[config.mk]
export PLATFORM = sky130hd
export DESIGN_NAME = pin_interrupt_pattern_match
export DESIGN_NICKNAME = d
export VERILOG_FILES = /design/src/pint_pkg.sv /design/src/pin_sync_edge.sv /design/src/pin_interrupt_pattern_match.sv
export SDC_FILE = /design/constraint.sdc
export NUM_CORES = 1
export LEC_CHECK = 0
export BUFFER_PORTS_ARGS = -buffer_cell sky130_fd_sc_hd__buf_2
export CORE_MARGIN = 1.5
export CORE_UTILIZATION = 30
export CTS_BUF_LIST = sky130_fd_sc_hd__clkbuf_16
export DETAILED_ROUTE_END_ITERATION = 12
export GPL_TIMING_DRIVEN = 0
export HOLD_SLACK_MARGIN = 0.05
export PLACE_DENSITY = 0.57
export SYNTH_ARGS = -nofsm -noshare
export SYNTH_HDL_FRONTEND = slang
export SYNTH_SLANG_ARGS = --single-unit
export TNS_END_PERCENT = 30
[constraint.sdc]
create_clock -name core_clk -period 8.3 [get_ports core_clk]
set_input_delay 2.49 -clock core_clk [delete_from_list [all_inputs] [get_ports core_clk]]
set_output_delay 2.49 -clock core_clk [all_outputs]
set_load 0.01 [all_outputs]
[src/pint_pkg.sv]
// Constants, register map and types for the pin interrupt engine
`default_nettype none
package pint_pkg;
  localparam int unsigned NCH   = 8;
  localparam int unsigned NPINS = 64;
  localparam int unsigned SEL_W = 6;

  // Pins that cannot be routed into the engine
  localparam logic [5:0] EXCL_PIN_A = 6'h28;
  localparam logic [5:0] EXCL_PIN_B = 6'h37;

  // Register byte offsets
  localparam logic [7:0] OFS_MODE     = 8'h00;
  localparam logic [7:0] OFS_RISE_EN  = 8'h04;
  localparam logic [7:0] OFS_FALL_EN  = 8'h08;
  localparam logic [7:0] OFS_RISE_ST  = 8'h0c;
  localparam logic [7:0] OFS_FALL_ST  = 8'h10;
  localparam logic [7:0] OFS_REQ_ST   = 8'h14;
  localparam logic [7:0] OFS_PM_CTRL  = 8'h18;
  localparam logic [7:0] OFS_PM_SRC   = 8'h1c;
  localparam logic [7:0] OFS_PM_CFG   = 8'h20;
  localparam logic [7:0] OFS_PIN_SEL0 = 8'h24;
  localparam logic [7:0] OFS_PIN_SEL1 = 8'h28;
  localparam logic [7:0] OFS_IRQ_ST   = 8'h2c;
  localparam logic [7:0] OFS_IRQ_MASK = 8'h30;

  // Field positions
  localparam int unsigned PM_EN_BIT   = 0;
  localparam int unsigned PM_EV_BIT   = 1;
  localparam int unsigned PM_ENDP_LSB = 24;

  // Values after reset
  localparam logic [7:0]  RST_BYTE  = 8'h00;
  localparam logic [1:0]  RST_CTRL  = 2'h0;
  localparam logic [23:0] RST_SRC   = 24'hfac688;
  localparam logic [31:0] RST_CFG   = 32'h00000000;
  localparam logic [47:0] RST_SEL   = 48'h000000000000;
  localparam logic [15:0] RST_HALF  = 16'h0000;
  localparam logic [31:0] RST_WORD  = 32'h00000000;

  typedef enum logic [2:0] {
    COND_ALWAYS      = 3'b000,
    COND_STICKY_RISE = 3'b001,
    COND_STICKY_FALL = 3'b010,
    COND_STICKY_EDGE = 3'b011,
    COND_HIGH        = 3'b100,
    COND_LOW         = 3'b101,
    COND_NEVER       = 3'b110,
    COND_EDGE_NOW    = 3'b111
  } cond_type;

  function automatic logic [2:0] field3(input logic [23:0] v,
                                        input int unsigned k);
    return v[3*k +: 3];
  endfunction

  function automatic logic [5:0] field6(input logic [47:0] v,
                                        input int unsigned k);
    return v[6*k +: 6];
  endfunction
endpackage
`default_nettype wire

[src/pin_sync_edge.sv]
// Two-stage synchroniser with edge detection for eight inputs
`timescale 1ns/100ps
`default_nettype none
module pin_sync_edge (
  input  wire logic       core_clk,
  input  wire logic       reset,
  input  wire logic [7:0] raw,
  output logic      [7:0] level,
  output logic      [7:0] rise,
  output logic      [7:0] fall
);
  logic [7:0] s1_q;
  logic [7:0] s2_q;
  logic [7:0] s3_q;
  logic [7:0] s1_d;
  logic [7:0] s2_d;
  logic [7:0] s3_d;

  always_comb begin
    s1_d = raw;
    s2_d = s1_q;
    s3_d = s2_q;
  end

  always_ff @(posedge core_clk) begin
    if (reset) begin
      s1_q <= pint_pkg::RST_BYTE;
      s2_q <= pint_pkg::RST_BYTE;
      s3_q <= pint_pkg::RST_BYTE;
    end else begin
      s1_q <= s1_d;
      s2_q <= s2_d;
      s3_q <= s3_d;
    end
  end

  // Edges only from the settled stages, one pulse per edge
  assign level = s2_q;
  assign rise  = s2_q & ~s3_q;
  assign fall  = ~s2_q & s3_q;
endmodule
`default_nettype wire

[src/pin_interrupt_pattern_match.sv]
// Pin interrupt and pattern match engine with AHB-Lite registers
// Notes on behaviour
// - Eight channels pick pins, two excluded
// - Each channel has its own request line
// - Edge channels fire on rise, fall, both
// - Level channels follow high or low level
// - Pin requests raise the wake output
// - Pattern slices test levels and transitions
// - Each product term has its own request
// - Optional receive-event pulse on matches
// - Pattern matches never raise wake
// - Register accesses finish without wait states
`timescale 1ns/100ps
`default_nettype none
module pin_interrupt_pattern_match (
  input  wire logic        core_clk,
  input  wire logic        reset,
  input  wire logic [63:0] pin_in,
  input  wire logic        hsel,
  input  wire logic [31:0] haddr,
  input  wire logic [1:0]  htrans,
  input  wire logic        hwrite,
  input  wire logic [2:0]  hsize,
  input  wire logic [31:0] hwdata,
  input  wire logic        hready,
  output logic      [31:0] hrdata,
  output logic             hreadyout,
  output logic             hresp,
  output logic      [7:0]  chan_irq,
  output logic             irq,
  output logic             cpu_receive_event,
  output logic             wake_request
);
  logic [7:0]  mode_q, mode_d, rise_en_q, rise_en_d, fall_en_q, fall_en_d;
  logic [7:0]  rise_st_q, rise_st_d, fall_st_q, fall_st_d;
  logic [1:0]  pm_ctrl_q, pm_ctrl_d;
  logic [23:0] pm_src_q, pm_src_d;
  logic [31:0] pm_cfg_q, pm_cfg_d;
  logic [47:0] pin_sel_q, pin_sel_d;
  logic [15:0] irq_st_q, irq_st_d, irq_mask_q, irq_mask_d;
  logic [7:0]  sticky_q, sticky_d, term_q, term_d;
  logic [7:0]  chan_irq_q, chan_irq_d;
  logic        irq_q, irq_d, cpu_receive_event_q, cpu_receive_event_d, wake_q, wake_d;
  logic [31:0] hrdata_q, hrdata_d;
  logic        hreadyout_q, hresp_q;
  logic        wr_pend_q, wr_pend_d;
  logic [7:0]  wr_addr_q, wr_addr_d;

  logic [7:0]  raw_sel, lvl, rise_p, fall_p, req;
  logic [7:0]  s_lvl, s_rise, s_fall, s_true, consumed;
  logic        pm_en, a_ok;

  assign pm_en = pm_ctrl_q[pint_pkg::PM_EN_BIT];
  assign a_ok  = hsel & htrans[1] & hready;

  // Excluded pins read as a constant low
  always_comb begin
    raw_sel = 8'h00;
    for (int k = 0; k < 8; k++) begin
      if (pint_pkg::field6(pin_sel_q, k) != pint_pkg::EXCL_PIN_A &&
          pint_pkg::field6(pin_sel_q, k) != pint_pkg::EXCL_PIN_B) begin
        raw_sel[k] = pin_in[pint_pkg::field6(pin_sel_q, k)];
      end
    end
  end

  pin_sync_edge u_sync (
    .core_clk (core_clk),
    .reset    (reset),
    .raw      (raw_sel),
    .level    (lvl),
    .rise     (rise_p),
    .fall     (fall_p)
  );

  // Pattern slices and product terms
  always_comb begin
    logic       acc;
    logic [7:0] seg;
    logic [7:0] sticky_eff;
    acc        = 1'b1;
    seg        = 8'h00;
    sticky_eff = 8'h00;
    s_lvl      = 8'h00;
    s_rise     = 8'h00;
    s_fall     = 8'h00;
    s_true     = 8'h00;
    term_d     = 8'h00;
    consumed   = 8'h00;
    for (int k = 0; k < 8; k++) begin
      s_lvl[k]  = lvl[pint_pkg::field3(pm_src_q, k)];
      s_rise[k] = rise_p[pint_pkg::field3(pm_src_q, k)];
      s_fall[k] = fall_p[pint_pkg::field3(pm_src_q, k)];
    end
    for (int k = 0; k < 8; k++) begin
      sticky_eff[k] = sticky_q[k] | s_rise[k] | s_fall[k];
      case (pint_pkg::cond_type'(pint_pkg::field3(pm_cfg_q[23:0], k)))
        pint_pkg::COND_ALWAYS:      s_true[k] = 1'b1;
        pint_pkg::COND_STICKY_RISE: s_true[k] = sticky_q[k] | s_rise[k];
        pint_pkg::COND_STICKY_FALL: s_true[k] = sticky_q[k] | s_fall[k];
        pint_pkg::COND_STICKY_EDGE: s_true[k] = sticky_eff[k];
        pint_pkg::COND_HIGH:        s_true[k] = s_lvl[k];
        pint_pkg::COND_LOW:         s_true[k] = ~s_lvl[k];
        pint_pkg::COND_NEVER:       s_true[k] = 1'b0;
        default:                    s_true[k] = s_rise[k] | s_fall[k];
      endcase
      acc    = acc & s_true[k];
      seg[k] = 1'b1;
      if (pm_cfg_q[pint_pkg::PM_ENDP_LSB + k] || k == 7) begin
        term_d[k] = acc & pm_en;
        if (acc) begin
          consumed = consumed | seg;
        end
        acc = 1'b1;
        seg = 8'h00;
      end
    end
  end

  // Sticky slices remember only the edge their condition wants
  always_comb begin
    sticky_d = 8'h00;
    for (int k = 0; k < 8; k++) begin
      case (pint_pkg::cond_type'(pint_pkg::field3(pm_cfg_q[23:0], k)))
        pint_pkg::COND_STICKY_RISE: sticky_d[k] = sticky_q[k] | s_rise[k];
        pint_pkg::COND_STICKY_FALL: sticky_d[k] = sticky_q[k] | s_fall[k];
        pint_pkg::COND_STICKY_EDGE:
          sticky_d[k] = sticky_q[k] | s_rise[k] | s_fall[k];
        default:                    sticky_d[k] = 1'b0;
      endcase
    end
    sticky_d = sticky_d & ~consumed;
    if (wr_pend_q && wr_addr_q == pint_pkg::OFS_PM_CFG) begin
      sticky_d = 8'h00;
    end
  end

  // Channel requests, status flags and outputs
  always_comb begin
    logic       we;
    logic [7:0] ev;
    we = wr_pend_q;
    ev = 8'h00;
    mode_d     = mode_q;
    rise_en_d  = rise_en_q;
    fall_en_d  = fall_en_q;
    pm_ctrl_d  = pm_ctrl_q;
    pm_src_d   = pm_src_q;
    pm_cfg_d   = pm_cfg_q;
    pin_sel_d  = pin_sel_q;
    irq_mask_d = irq_mask_q;
    rise_st_d  = rise_st_q;
    fall_st_d  = fall_st_q;
    irq_st_d   = irq_st_q;
    if (we) begin
      if (wr_addr_q == pint_pkg::OFS_MODE) begin
        mode_d = hwdata[7:0];
      end else if (wr_addr_q == pint_pkg::OFS_RISE_EN) begin
        rise_en_d = hwdata[7:0];
      end else if (wr_addr_q == pint_pkg::OFS_FALL_EN) begin
        fall_en_d = hwdata[7:0];
      end else if (wr_addr_q == pint_pkg::OFS_RISE_ST) begin
        rise_st_d = rise_st_q & ~hwdata[7:0];
      end else if (wr_addr_q == pint_pkg::OFS_FALL_ST) begin
        fall_st_d = fall_st_q & ~hwdata[7:0];
      end else if (wr_addr_q == pint_pkg::OFS_PM_CTRL) begin
        pm_ctrl_d = hwdata[1:0];
      end else if (wr_addr_q == pint_pkg::OFS_PM_SRC) begin
        pm_src_d = hwdata[23:0];
      end else if (wr_addr_q == pint_pkg::OFS_PM_CFG) begin
        pm_cfg_d = hwdata;
      end else if (wr_addr_q == pint_pkg::OFS_PIN_SEL0) begin
        pin_sel_d[23:0] = hwdata[23:0];
      end else if (wr_addr_q == pint_pkg::OFS_PIN_SEL1) begin
        pin_sel_d[47:24] = hwdata[23:0];
      end else if (wr_addr_q == pint_pkg::OFS_IRQ_ST) begin
        irq_st_d = irq_st_q & ~hwdata[15:0];
      end else if (wr_addr_q == pint_pkg::OFS_IRQ_MASK) begin
        irq_mask_d = hwdata[15:0];
      end
    end
    // Set after clear, so an edge in the clearing cycle survives
    rise_st_d = rise_st_d | (rise_p & ~mode_q & rise_en_q);
    fall_st_d = fall_st_d | (fall_p & ~mode_q & fall_en_q);
    req = (~mode_q & (rise_st_q | fall_st_q)) |
          (mode_q & rise_en_q & ~(lvl ^ fall_en_q));
    chan_irq_d = pm_en ? term_d : req;
    ev = chan_irq_d & ~chan_irq_q;
    irq_st_d = irq_st_d | (pm_en ? {ev, 8'h00} : {8'h00, ev});
    irq_d  = |(irq_st_d & irq_mask_d);
    cpu_receive_event_d = pm_ctrl_q[pint_pkg::PM_EV_BIT] &
             (|(term_d & ~term_q));
    // Wake comes only from plain pin channels
    wake_d = ~pm_en & (|req);
  end

  // Bus slave: zero wait states, read data from next-state values
  always_comb begin
    logic [7:0] ra;
    ra        = haddr[7:0];
    wr_pend_d = a_ok & hwrite;
    wr_addr_d = haddr[7:0];
    hrdata_d  = 32'h00000000;
    if (a_ok && !hwrite) begin
      if (ra == pint_pkg::OFS_MODE) begin
        hrdata_d = {24'h000000, mode_d};
      end else if (ra == pint_pkg::OFS_RISE_EN) begin
        hrdata_d = {24'h000000, rise_en_d};
      end else if (ra == pint_pkg::OFS_FALL_EN) begin
        hrdata_d = {24'h000000, fall_en_d};
      end else if (ra == pint_pkg::OFS_RISE_ST) begin
        hrdata_d = {24'h000000, rise_st_d};
      end else if (ra == pint_pkg::OFS_FALL_ST) begin
        hrdata_d = {24'h000000, fall_st_d};
      end else if (ra == pint_pkg::OFS_REQ_ST) begin
        hrdata_d = {24'h000000, chan_irq_d};
      end else if (ra == pint_pkg::OFS_PM_CTRL) begin
        hrdata_d = {30'h00000000, pm_ctrl_d};
      end else if (ra == pint_pkg::OFS_PM_SRC) begin
        hrdata_d = {8'h00, pm_src_d};
      end else if (ra == pint_pkg::OFS_PM_CFG) begin
        hrdata_d = pm_cfg_d;
      end else if (ra == pint_pkg::OFS_PIN_SEL0) begin
        hrdata_d = {8'h00, pin_sel_d[23:0]};
      end else if (ra == pint_pkg::OFS_PIN_SEL1) begin
        hrdata_d = {8'h00, pin_sel_d[47:24]};
      end else if (ra == pint_pkg::OFS_IRQ_ST) begin
        hrdata_d = {16'h0000, irq_st_d};
      end else if (ra == pint_pkg::OFS_IRQ_MASK) begin
        hrdata_d = {16'h0000, irq_mask_d};
      end
    end
  end

  always_ff @(posedge core_clk) begin
    if (reset) begin
      mode_q      <= pint_pkg::RST_BYTE;
      rise_en_q   <= pint_pkg::RST_BYTE;
      fall_en_q   <= pint_pkg::RST_BYTE;
      rise_st_q   <= pint_pkg::RST_BYTE;
      fall_st_q   <= pint_pkg::RST_BYTE;
      pm_ctrl_q   <= pint_pkg::RST_CTRL;
      pm_src_q    <= pint_pkg::RST_SRC;
      pm_cfg_q    <= pint_pkg::RST_CFG;
      pin_sel_q   <= pint_pkg::RST_SEL;
      irq_st_q    <= pint_pkg::RST_HALF;
      irq_mask_q  <= pint_pkg::RST_HALF;
      sticky_q    <= pint_pkg::RST_BYTE;
      term_q      <= pint_pkg::RST_BYTE;
      chan_irq_q  <= pint_pkg::RST_BYTE;
      irq_q       <= 1'b0;
      cpu_receive_event_q      <= 1'b0;
      wake_q      <= 1'b0;
      hrdata_q    <= pint_pkg::RST_WORD;
      hreadyout_q <= 1'b1;
      hresp_q     <= 1'b0;
      wr_pend_q   <= 1'b0;
      wr_addr_q   <= pint_pkg::RST_BYTE;
    end else begin
      mode_q      <= mode_d;
      rise_en_q   <= rise_en_d;
      fall_en_q   <= fall_en_d;
      rise_st_q   <= rise_st_d;
      fall_st_q   <= fall_st_d;
      pm_ctrl_q   <= pm_ctrl_d;
      pm_src_q    <= pm_src_d;
      pm_cfg_q    <= pm_cfg_d;
      pin_sel_q   <= pin_sel_d;
      irq_st_q    <= irq_st_d;
      irq_mask_q  <= irq_mask_d;
      sticky_q    <= sticky_d;
      term_q      <= term_d;
      chan_irq_q  <= chan_irq_d;
      irq_q       <= irq_d;
      cpu_receive_event_q      <= cpu_receive_event_d;
      wake_q      <= wake_d;
      hrdata_q    <= hrdata_d;
      hreadyout_q <= 1'b1;
      hresp_q     <= 1'b0;
      wr_pend_q   <= wr_pend_d;
      wr_addr_q   <= wr_addr_d;
    end
  end

  assign hrdata            = hrdata_q;
  assign hreadyout         = hreadyout_q;
  assign hresp             = hresp_q;
  assign chan_irq          = chan_irq_q;
  assign irq               = irq_q;
  assign cpu_receive_event = cpu_receive_event_q;
  assign wake_request      = wake_q;
endmodule
`default_nettype wire

==> summary.txt, run 1 <==
Outcome
  – Outcome: finished, final reports clean

Clock tree
  – CTS max path bufs: 3
  – Root cell of the clock tree: clkbuf_16
  – Post-CTS setup buffer count: 0
  – CTS tree: done
  – H-tree depth: 1
  – Number of CTS-inserted buffers: 30
  – Clock Sinks: 270
  – Hold Buf Count CTS: 0
  – Post-CTS sizing: 0
  – Worst-path clk slew: 70 ps
  – Worst-skew pair later-pin latency: 590 ps

Global routing
  – Vias in the first global route: 15900
  – Initial antenna violation count: 5
  – Global-route wire length before repair: 105000 microns
  – Total grt overflow: 0
  – Pin count of the biggest net entering global routing: 15
  – GRT Total Usage: 23.2%

STA
  – Worst Skew: 14.3 ps
  – Final Hold Fails: 0
  – Max Fclk: 191 MHz
  – RSZ-0062 raised after global routing: false
  – Tmin final: 5240 ps
  – Final Max Slew Viols: 0
  – Worst slew margin: 11.0%
  – Fin Setup TNS: 0 ps
  – Final Cycle Share: 63.2%
  – Final setup viols: 0
  – Worst-margin pin slew: 1330 ps

Drt
  – Routed vias: 16000
  – WL/cell: 26.2 microns
  – 1st-iter DRT viols: 1551
  – Final wirelength: 70700 microns
  – DRC errors left: 0
  – Vias per cell: 5.96
  – Detail Route Antenna Nets: 0
  – DRT Pass-1 Iters: 6

Worst setup path
  – Reg2Reg Setup Slack: 3730 ps
  – CP arrival: 5600 ps
  – Required @ worst endpoint: 8660 ps
  – Critical path endpoint: hrdata[10]$_SDFF_PP0_
  – Reg-to-reg endpoint: hrdata[12]$_SDFF_PP0_
  – Crit. End Element: flip-flop
  – CP Max Fanout: 10
  – Crit path from: haddr[7]
  – Class of the most critical setup path: in2reg
  – Crit start category: input pin
  – FF-to-FF path depth: 12
  – Reg-to-Reg Start: u_sync.level[3]$_SDFF_PP0_

Synthesis
  – Main flop type after synthesis: dfxtp_1
  – Post-synthesis cell count: 1726
  – Top cell type's share of synthesized area: 30.8%
  – Post-synth cell types: 77
  – Seq/Total Area, Yosys: 30.8%
  – Post-synth ARST share: 0%
  – Synth Net Count: 1864
  – Yosys reg bits: 270
  – Synth Warn #: 0
  – Post-synthesis cell area: 17500 sq um
  – Syn avg cell area: 10.2 sq um
  – Synth area leader: dfxtp_1
  – Largest cells by area after synthesis: dfxtp_1, mux4_2, mux2i_1, nor2_1, clkbuf_1
  – Post-synth EDFFs: 0

Cells and area
  – Share of cells above drive strength 1: 22.6%
  – Core Util, Final: 35.1%
  – Commonest non-fill, non-tap cell in the layout: nor2_1
  – Finished Layout Cells: 2694
  – Final nets: 2045
  – Layout area overhead: 15.7%
  – Most frequent cells in the layout: nor2_1, dfxtp_1, mux4_2, mux2i_1, buf_2
  – N_diodes: 0

Floorplanning
  – # IOs: 183
  – Die Ht: 245 microns
  – Core Area: 57700 sq um
  – Die X: 245 microns
  – Die ar.: 59900 sq um
  – Starting Density: 30.4%
  – Core Rows: 88

Place
  – Post-DP HPWL: 54200 microns
  – Placed cells: 2640
  – Routability congestion estimate: 0.936
  – I/O Buffers: 149

Flow run
  – Max-cap violations: 0

Pwr
  – Max VDD drop: 0.150 mV
  – Overall Power: 3.01 mW
  – Power Density: 148 nW/um^2
  – Leak: 6.90 nW

Min path
  – Hold/Removal Path Class: reg2reg
logic make-up after synthesis:
group                  Yosys count  synth area share (%)
AND/OR/NAND/NOR                615                  16.9
buffers and inverters          157                  3.57
XOR/XNOR                        13                 0.649
other                            2                0.0428
flip-flops                     270                  30.8
AO/OA/AOI/OAI                  280                  10.9
multiplexers                   389                  37.1
through the flow:
stage                     setup WS, ps  hold slack, ps  cell area (sq um)
after global placement            2580             429              19200
after floorplan                   3900             414              17500
after global routing              3000             455              20300
after detailed placement          2570             425              19200
after CTS                         3210             441              20300
final                             3060             442              20300
final cells by class:
class	instances	area [sq um]
multi-input combinational	1299	11500
inverter	21	78.8
clock inverter	23	260
tap	765	957
sequential	270	5410
buffer	136	547
fill	5849	37400
clock buffer	31	776
timing repair buffer	149	746
routing by layer:
| layer | vias up | share of wire (%) | GRT usage [%] |
|---|---|---|---|
| met5 | - | 0.074 | 0 |
| met4 | 8 | 4.6 | 10.2 |
| met3 | 190 | 8.0 | 3.78 |
| met2 | 878 | 48 | 39.5 |
| met1 | 8007 | 39 | 28.9 |
| li1 | 6964 | - | - |
worst min-delay path by stage:
stage / start / end / slack [ps] / cells after the start
floorplan: u_sync.s1_q[0]$_SDFF_PP0_ / u_sync.level[0]$_SDFF_PP0_ / 410 / 1
finish: u_sync.s1_q[5]$_SDFF_PP0_ / u_sync.level[5]$_SDFF_PP0_ / 440 / 1
CTS: u_sync.s1_q[5]$_SDFF_PP0_ / u_sync.level[5]$_SDFF_PP0_ / 440 / 1
global placement: u_sync.s1_q[5]$_SDFF_PP0_ / u_sync.level[5]$_SDFF_PP0_ / 430 / 1
global route: u_sync.s1_q[5]$_SDFF_PP0_ / u_sync.level[5]$_SDFF_PP0_ / 450 / 1
detailed placement: u_sync.s1_q[5]$_SDFF_PP0_ / u_sync.level[5]$_SDFF_PP0_ / 430 / 1
registers in the layout, summed over array words and instances, names as in the netlist, 16 cells and up:
| register | cells |
|---|---|
| pin_sel_q | 48 |
| hrdata | 32 |
| pm_cfg_q | 32 |
| pm_src_q | 24 |
| irq_mask_q | 16 |
| irq_st_q | 16 |
critical path, stage by stage:
cell	delay, ps
buf_2	120
nor2_1	140
nand2_1	80
or2_2	280
clkbuf_1	150
nor2_1	650
clkbuf_1	500
nor4_1	120
a2111oi_0	1060
report_power, final:
group / switching [mW] / internal [mW] / total [mW]
clock: 0.599 / 0.836 / 1.44
combinational: 0.159 / 0.106 / 0.265
sequential: 0.00543 / 1.30 / 1.31
total: 0.763 / 2.25 / 3.01
Yosys cell counts, drive strengths merged (4+ instances only):
cell / count
a2111oi: 5
a211oi: 18
a21oi: 67
a22oi: 26
a31oi: 8
and2: 7
and3: 15
and4b: 7
buf: 20
clkbuf: 116
dfxtp: 270
inv: 21
mux2i: 180
mux4: 209
nand2: 102
nand2b: 43
nand3: 29
nand3b: 4
nand4: 10
nor2: 271
nor2b: 47
nor3: 19
nor3b: 18
nor4: 14
o211ai: 11
o21a: 5
o21ai: 36
o221ai: 16
o22ai: 33
o311a: 7
o31ai: 5
or2: 5
or3: 8
or4: 5
xnor2: 10
Note: power is estimated with default switching activity, not from simulation.
==> run 2: changes to the inputs <==
--- a/config.mk
+++ b/config.mk
@@ -12,7 +12,7 @@
 export DETAILED_ROUTE_END_ITERATION = 12
 export GPL_TIMING_DRIVEN = 0
 export HOLD_SLACK_MARGIN = 0.05
-export PLACE_DENSITY = 0.57
+export PLACE_DENSITY = 0.59
 export SYNTH_ARGS = -nofsm -noshare
 export SYNTH_HDL_FRONTEND = slang
 export SYNTH_SLANG_ARGS = --single-unit
==> constraint.sdc (replaced) <==
create_clock -name core_clk -period 4.7 [get_ports core_clk]
set_input_delay 1.41 -clock core_clk [delete_from_list [all_inputs] [get_ports core_clk]]
set_output_delay 1.41 -clock core_clk [all_outputs]
set_load 0.01 [all_outputs]
==> run 2 against run 1 <==
Effect of this change: combinational power grew 77%; worst hold slack gained 1.3 ps; via count grew 1.5%; critical endpoint is now hrdata[11]$_SDFF_PP0_; highest routed layer unchanged; die area is the same; critical path depth grew 3.
==> summary.txt, run 2 (synthesis gave the netlist of run 1 again) <==
Cells and area
  – N_diodes: 0 (unchanged)
  – Share of cells above drive strength 1: 22.5% (-0.064 points)
  – Most frequent cells in the layout: nor2_1, dfxtp_1, mux4_2, mux2i_1, buf_2
  – Commonest non-fill, non-tap cell in the layout: nor2_1
  – Final nets: 2045 (unchanged)
  – Number of flip-flops under the largest register name: 48 (unchanged)
  – Largest reg by FF count: pin_sel_q
  – Layout area overhead: 15.2%

Drt
  – DRT Pass-1 Iters: 7 (+1)
  – 1st-iter DRT viols: 1922 (+24%)
  – Final wirelength: 70500 microns (-0.20%)
  – Vias per cell: 6.04 (+1.4%)
  – Routed vias: 16300 (+1.5%)
  – DRC errors left: 0 (unchanged)
  – Detail Route Antenna Nets: 0 (unchanged)
  – WL/cell: 26.2 microns (-0.23%)

Worst setup path
  – Required @ worst endpoint: 5110 ps (-3550 ps)
  – Reg-to-Reg Start: u_sync.level[0]$_SDFF_PP0_
  – Crit. End Element: flip-flop
  – Class of the most critical setup path: reg2reg
  – Crit start category: flip-flop
  – CP Max Fanout: 10 (unchanged)
  – Crit path from: u_sync.level[0]$_SDFF_PP0_
  – FF-to-FF path depth: 12 (unchanged)
  – Critical path endpoint: hrdata[11]$_SDFF_PP0_
  – Reg-to-reg endpoint: hrdata[11]$_SDFF_PP0_
  – Reg2Reg Setup Slack: 230 ps (-3500 ps)
  – CP arrival: 4880 ps (-720 ps)

STA
  – Fin Setup TNS: 0 ps (unchanged)
  – RSZ-0062 raised after global routing: false
  – Final Hold Fails: 0 (unchanged)
  – Worst hold slack: 444 ps (+1.25 ps)
  – Final setup viols: 0 (unchanged)
  – Worst-margin pin slew: 1190 ps (-144 ps)
  – Worst Skew: 15.3 ps (+0.943 ps)
  – Final Cycle Share: 95.0%
  – Final Max Slew Viols: 0 (unchanged)
  – Worst slew margin: 18.9% (+7.9 points)
  – Max Fclk: 224 MHz
  – Tmin final: 4470 ps

Floorplanning
  – Core Area: 57700 sq um (unchanged)
  – Core Rows: 88 (unchanged)
  – # IOs: 183 (unchanged)
  – Die ar.: 59900 sq um (unchanged)
  – Die Ht: 245 microns (unchanged)
  – Starting Density: 30.4% (unchanged)
  – Die X: 245 microns (unchanged)

Clock tree
  – CTS max path bufs: 3 (unchanged)
  – Hold Buf Count CTS: 0 (unchanged)
  – Root cell of the clock tree: clkbuf_16
  – H-tree depth: 1 (unchanged)
  – Post-CTS sizing: 0 (unchanged)
  – CTS tree: done
  – Worst-path clk slew: 70 ps (about the same)
  – Worst-skew pair later-pin latency: 580 ps (about the same)
  – Clock Sinks: 270 (unchanged)
  – Number of CTS-inserted buffers: 29 (-3.3%)
  – Post-CTS setup buffer count: 0 (unchanged)

Flow run
  – Max-cap violations: 0 (unchanged)

Global routing
  – GRT Total Usage: 22.9% (-0.30 points)
  – Total grt overflow: 0 (unchanged)
  – Global-route wire length before repair: 104000 microns (-1.2%)
  – Vias in the first global route: 15700 (-0.72%)
  – Pin count of the biggest net entering global routing: 16 (+1)
  – Initial antenna violation count: 3 (-2)

Pwr
  – Leak: 6.86 nW (-0.47%)
  – Cell-internal power: 3.79 mW (+69%)
  – Max VDD drop: 0.256 mV (+71%)
  – Combinational share of power: 9.1% (+0.3 points)
  – Clock network power share: 45.7% (-2.0 points)
  – Power Density: 253 nW/um^2 (+71%)
  – Sequential power share: 45.1% (+1.6 points)
  – Sw frac: 26.0% (+0.60 points)
  – NetSw: 1.33 mW (+74%)

Place
  – Routability congestion estimate: 0.950 (+1.5%)
  – I/O Buffers: 149 (unchanged)
  – Post-DP HPWL: 54100 microns (-0.31%)

Outcome
  – Outcome: finished, final reports clean

Min path
  – Hold/Removal Path Class: reg2reg
-- run 2: changes by cell type in the layout (fill, tap and decap cells not counted), sizes merged --
cell / delta
clkbuf: -2
buf: +1
bufinv: -2
clkinv: +2
clkinvlp: +1
inv: +1
-- run 2: per-layer routing --
metal / GRT usage (%) / wire length [microns] / vias up
li1: - / - / 6979
met1: 28.9 / 27200 / 8069
met2: 38.6 / 33700 / 1021
met3: 3.75 / 6370 / 207
met4: 9.93 / 3300 / 4
met5: 0 / 29 / -
-- run 2: worst min path at each step --
stage	startpoint	end	slack, ps	cells past startpoint
floorplan	u_sync.s1_q[0]$_SDFF_PP0_	u_sync.level[0]$_SDFF_PP0_	410	1
global placement	u_sync.s1_q[1]$_SDFF_PP0_	u_sync.level[1]$_SDFF_PP0_	430	1
detailed placement	u_sync.s1_q[1]$_SDFF_PP0_	u_sync.level[1]$_SDFF_PP0_	430	1
CTS	u_sync.s1_q[1]$_SDFF_PP0_	u_sync.level[1]$_SDFF_PP0_	450	1
global route	u_sync.s1_q[1]$_SDFF_PP0_	u_sync.level[1]$_SDFF_PP0_	470	1
finish	u_sync.s1_q[1]$_SDFF_PP0_	u_sync.level[1]$_SDFF_PP0_	440	1
-- run 2: worst max-delay path, stage by stage, from the launching register on --
cell,delay (ps)
dfxtp_1,410
clkbuf_1,550
mux4_2,360
mux2i_1,120
o21ai_0,260
o221ai_1,160
o22ai_1,240
o211ai_2,360
a21oi_1,490
nand2_1,310
o21ai_0,390
a21oi_1,140
a211oi_1,510
-- run 2: area by class of cell --
type                    instances  area, sq um
fillers                      5859        37500
multi-input cells            1299        11500
flip-flops and latches        270         5410
well taps                     765          957
repair buffers                150          753
clock buffers                  29          726
plain buffers                 136          549
clock inverters                25          223
inverters                      21         78.8
-- run 2: through the flow --
| stage | total power [mW] | utilization [%] | area, sq um | instances | worst slack [ps] |
|---|---|---|---|---|---|
| finish | 5.12 | 35.0 | 20200 | 2695 | 233 |
| floorplan | 2.59 | - | 17500 | 1726 | 1380 |
| global route | 5.23 | 35.0 | 20200 | 2695 | 11.4 |
| global placement | 2.81 | 33.3 | 19200 | 2640 | 57.0 |
| detailed placement | 2.82 | 33.3 | 19200 | 2641 | 140 |
| CTS | 5.12 | 35.0 | 20200 | 2695 | 320 |
-- run 2: power by group through the flow --
stage	combinational [mW]	sequential [mW]	clock [mW]
floorplan	0.233	2.36	0
global placement	0.447	2.36	0
detailed placement	0.455	2.36	0
CTS	0.456	2.31	2.36
global route	0.484	2.31	2.44
finish	0.468	2.31	2.34
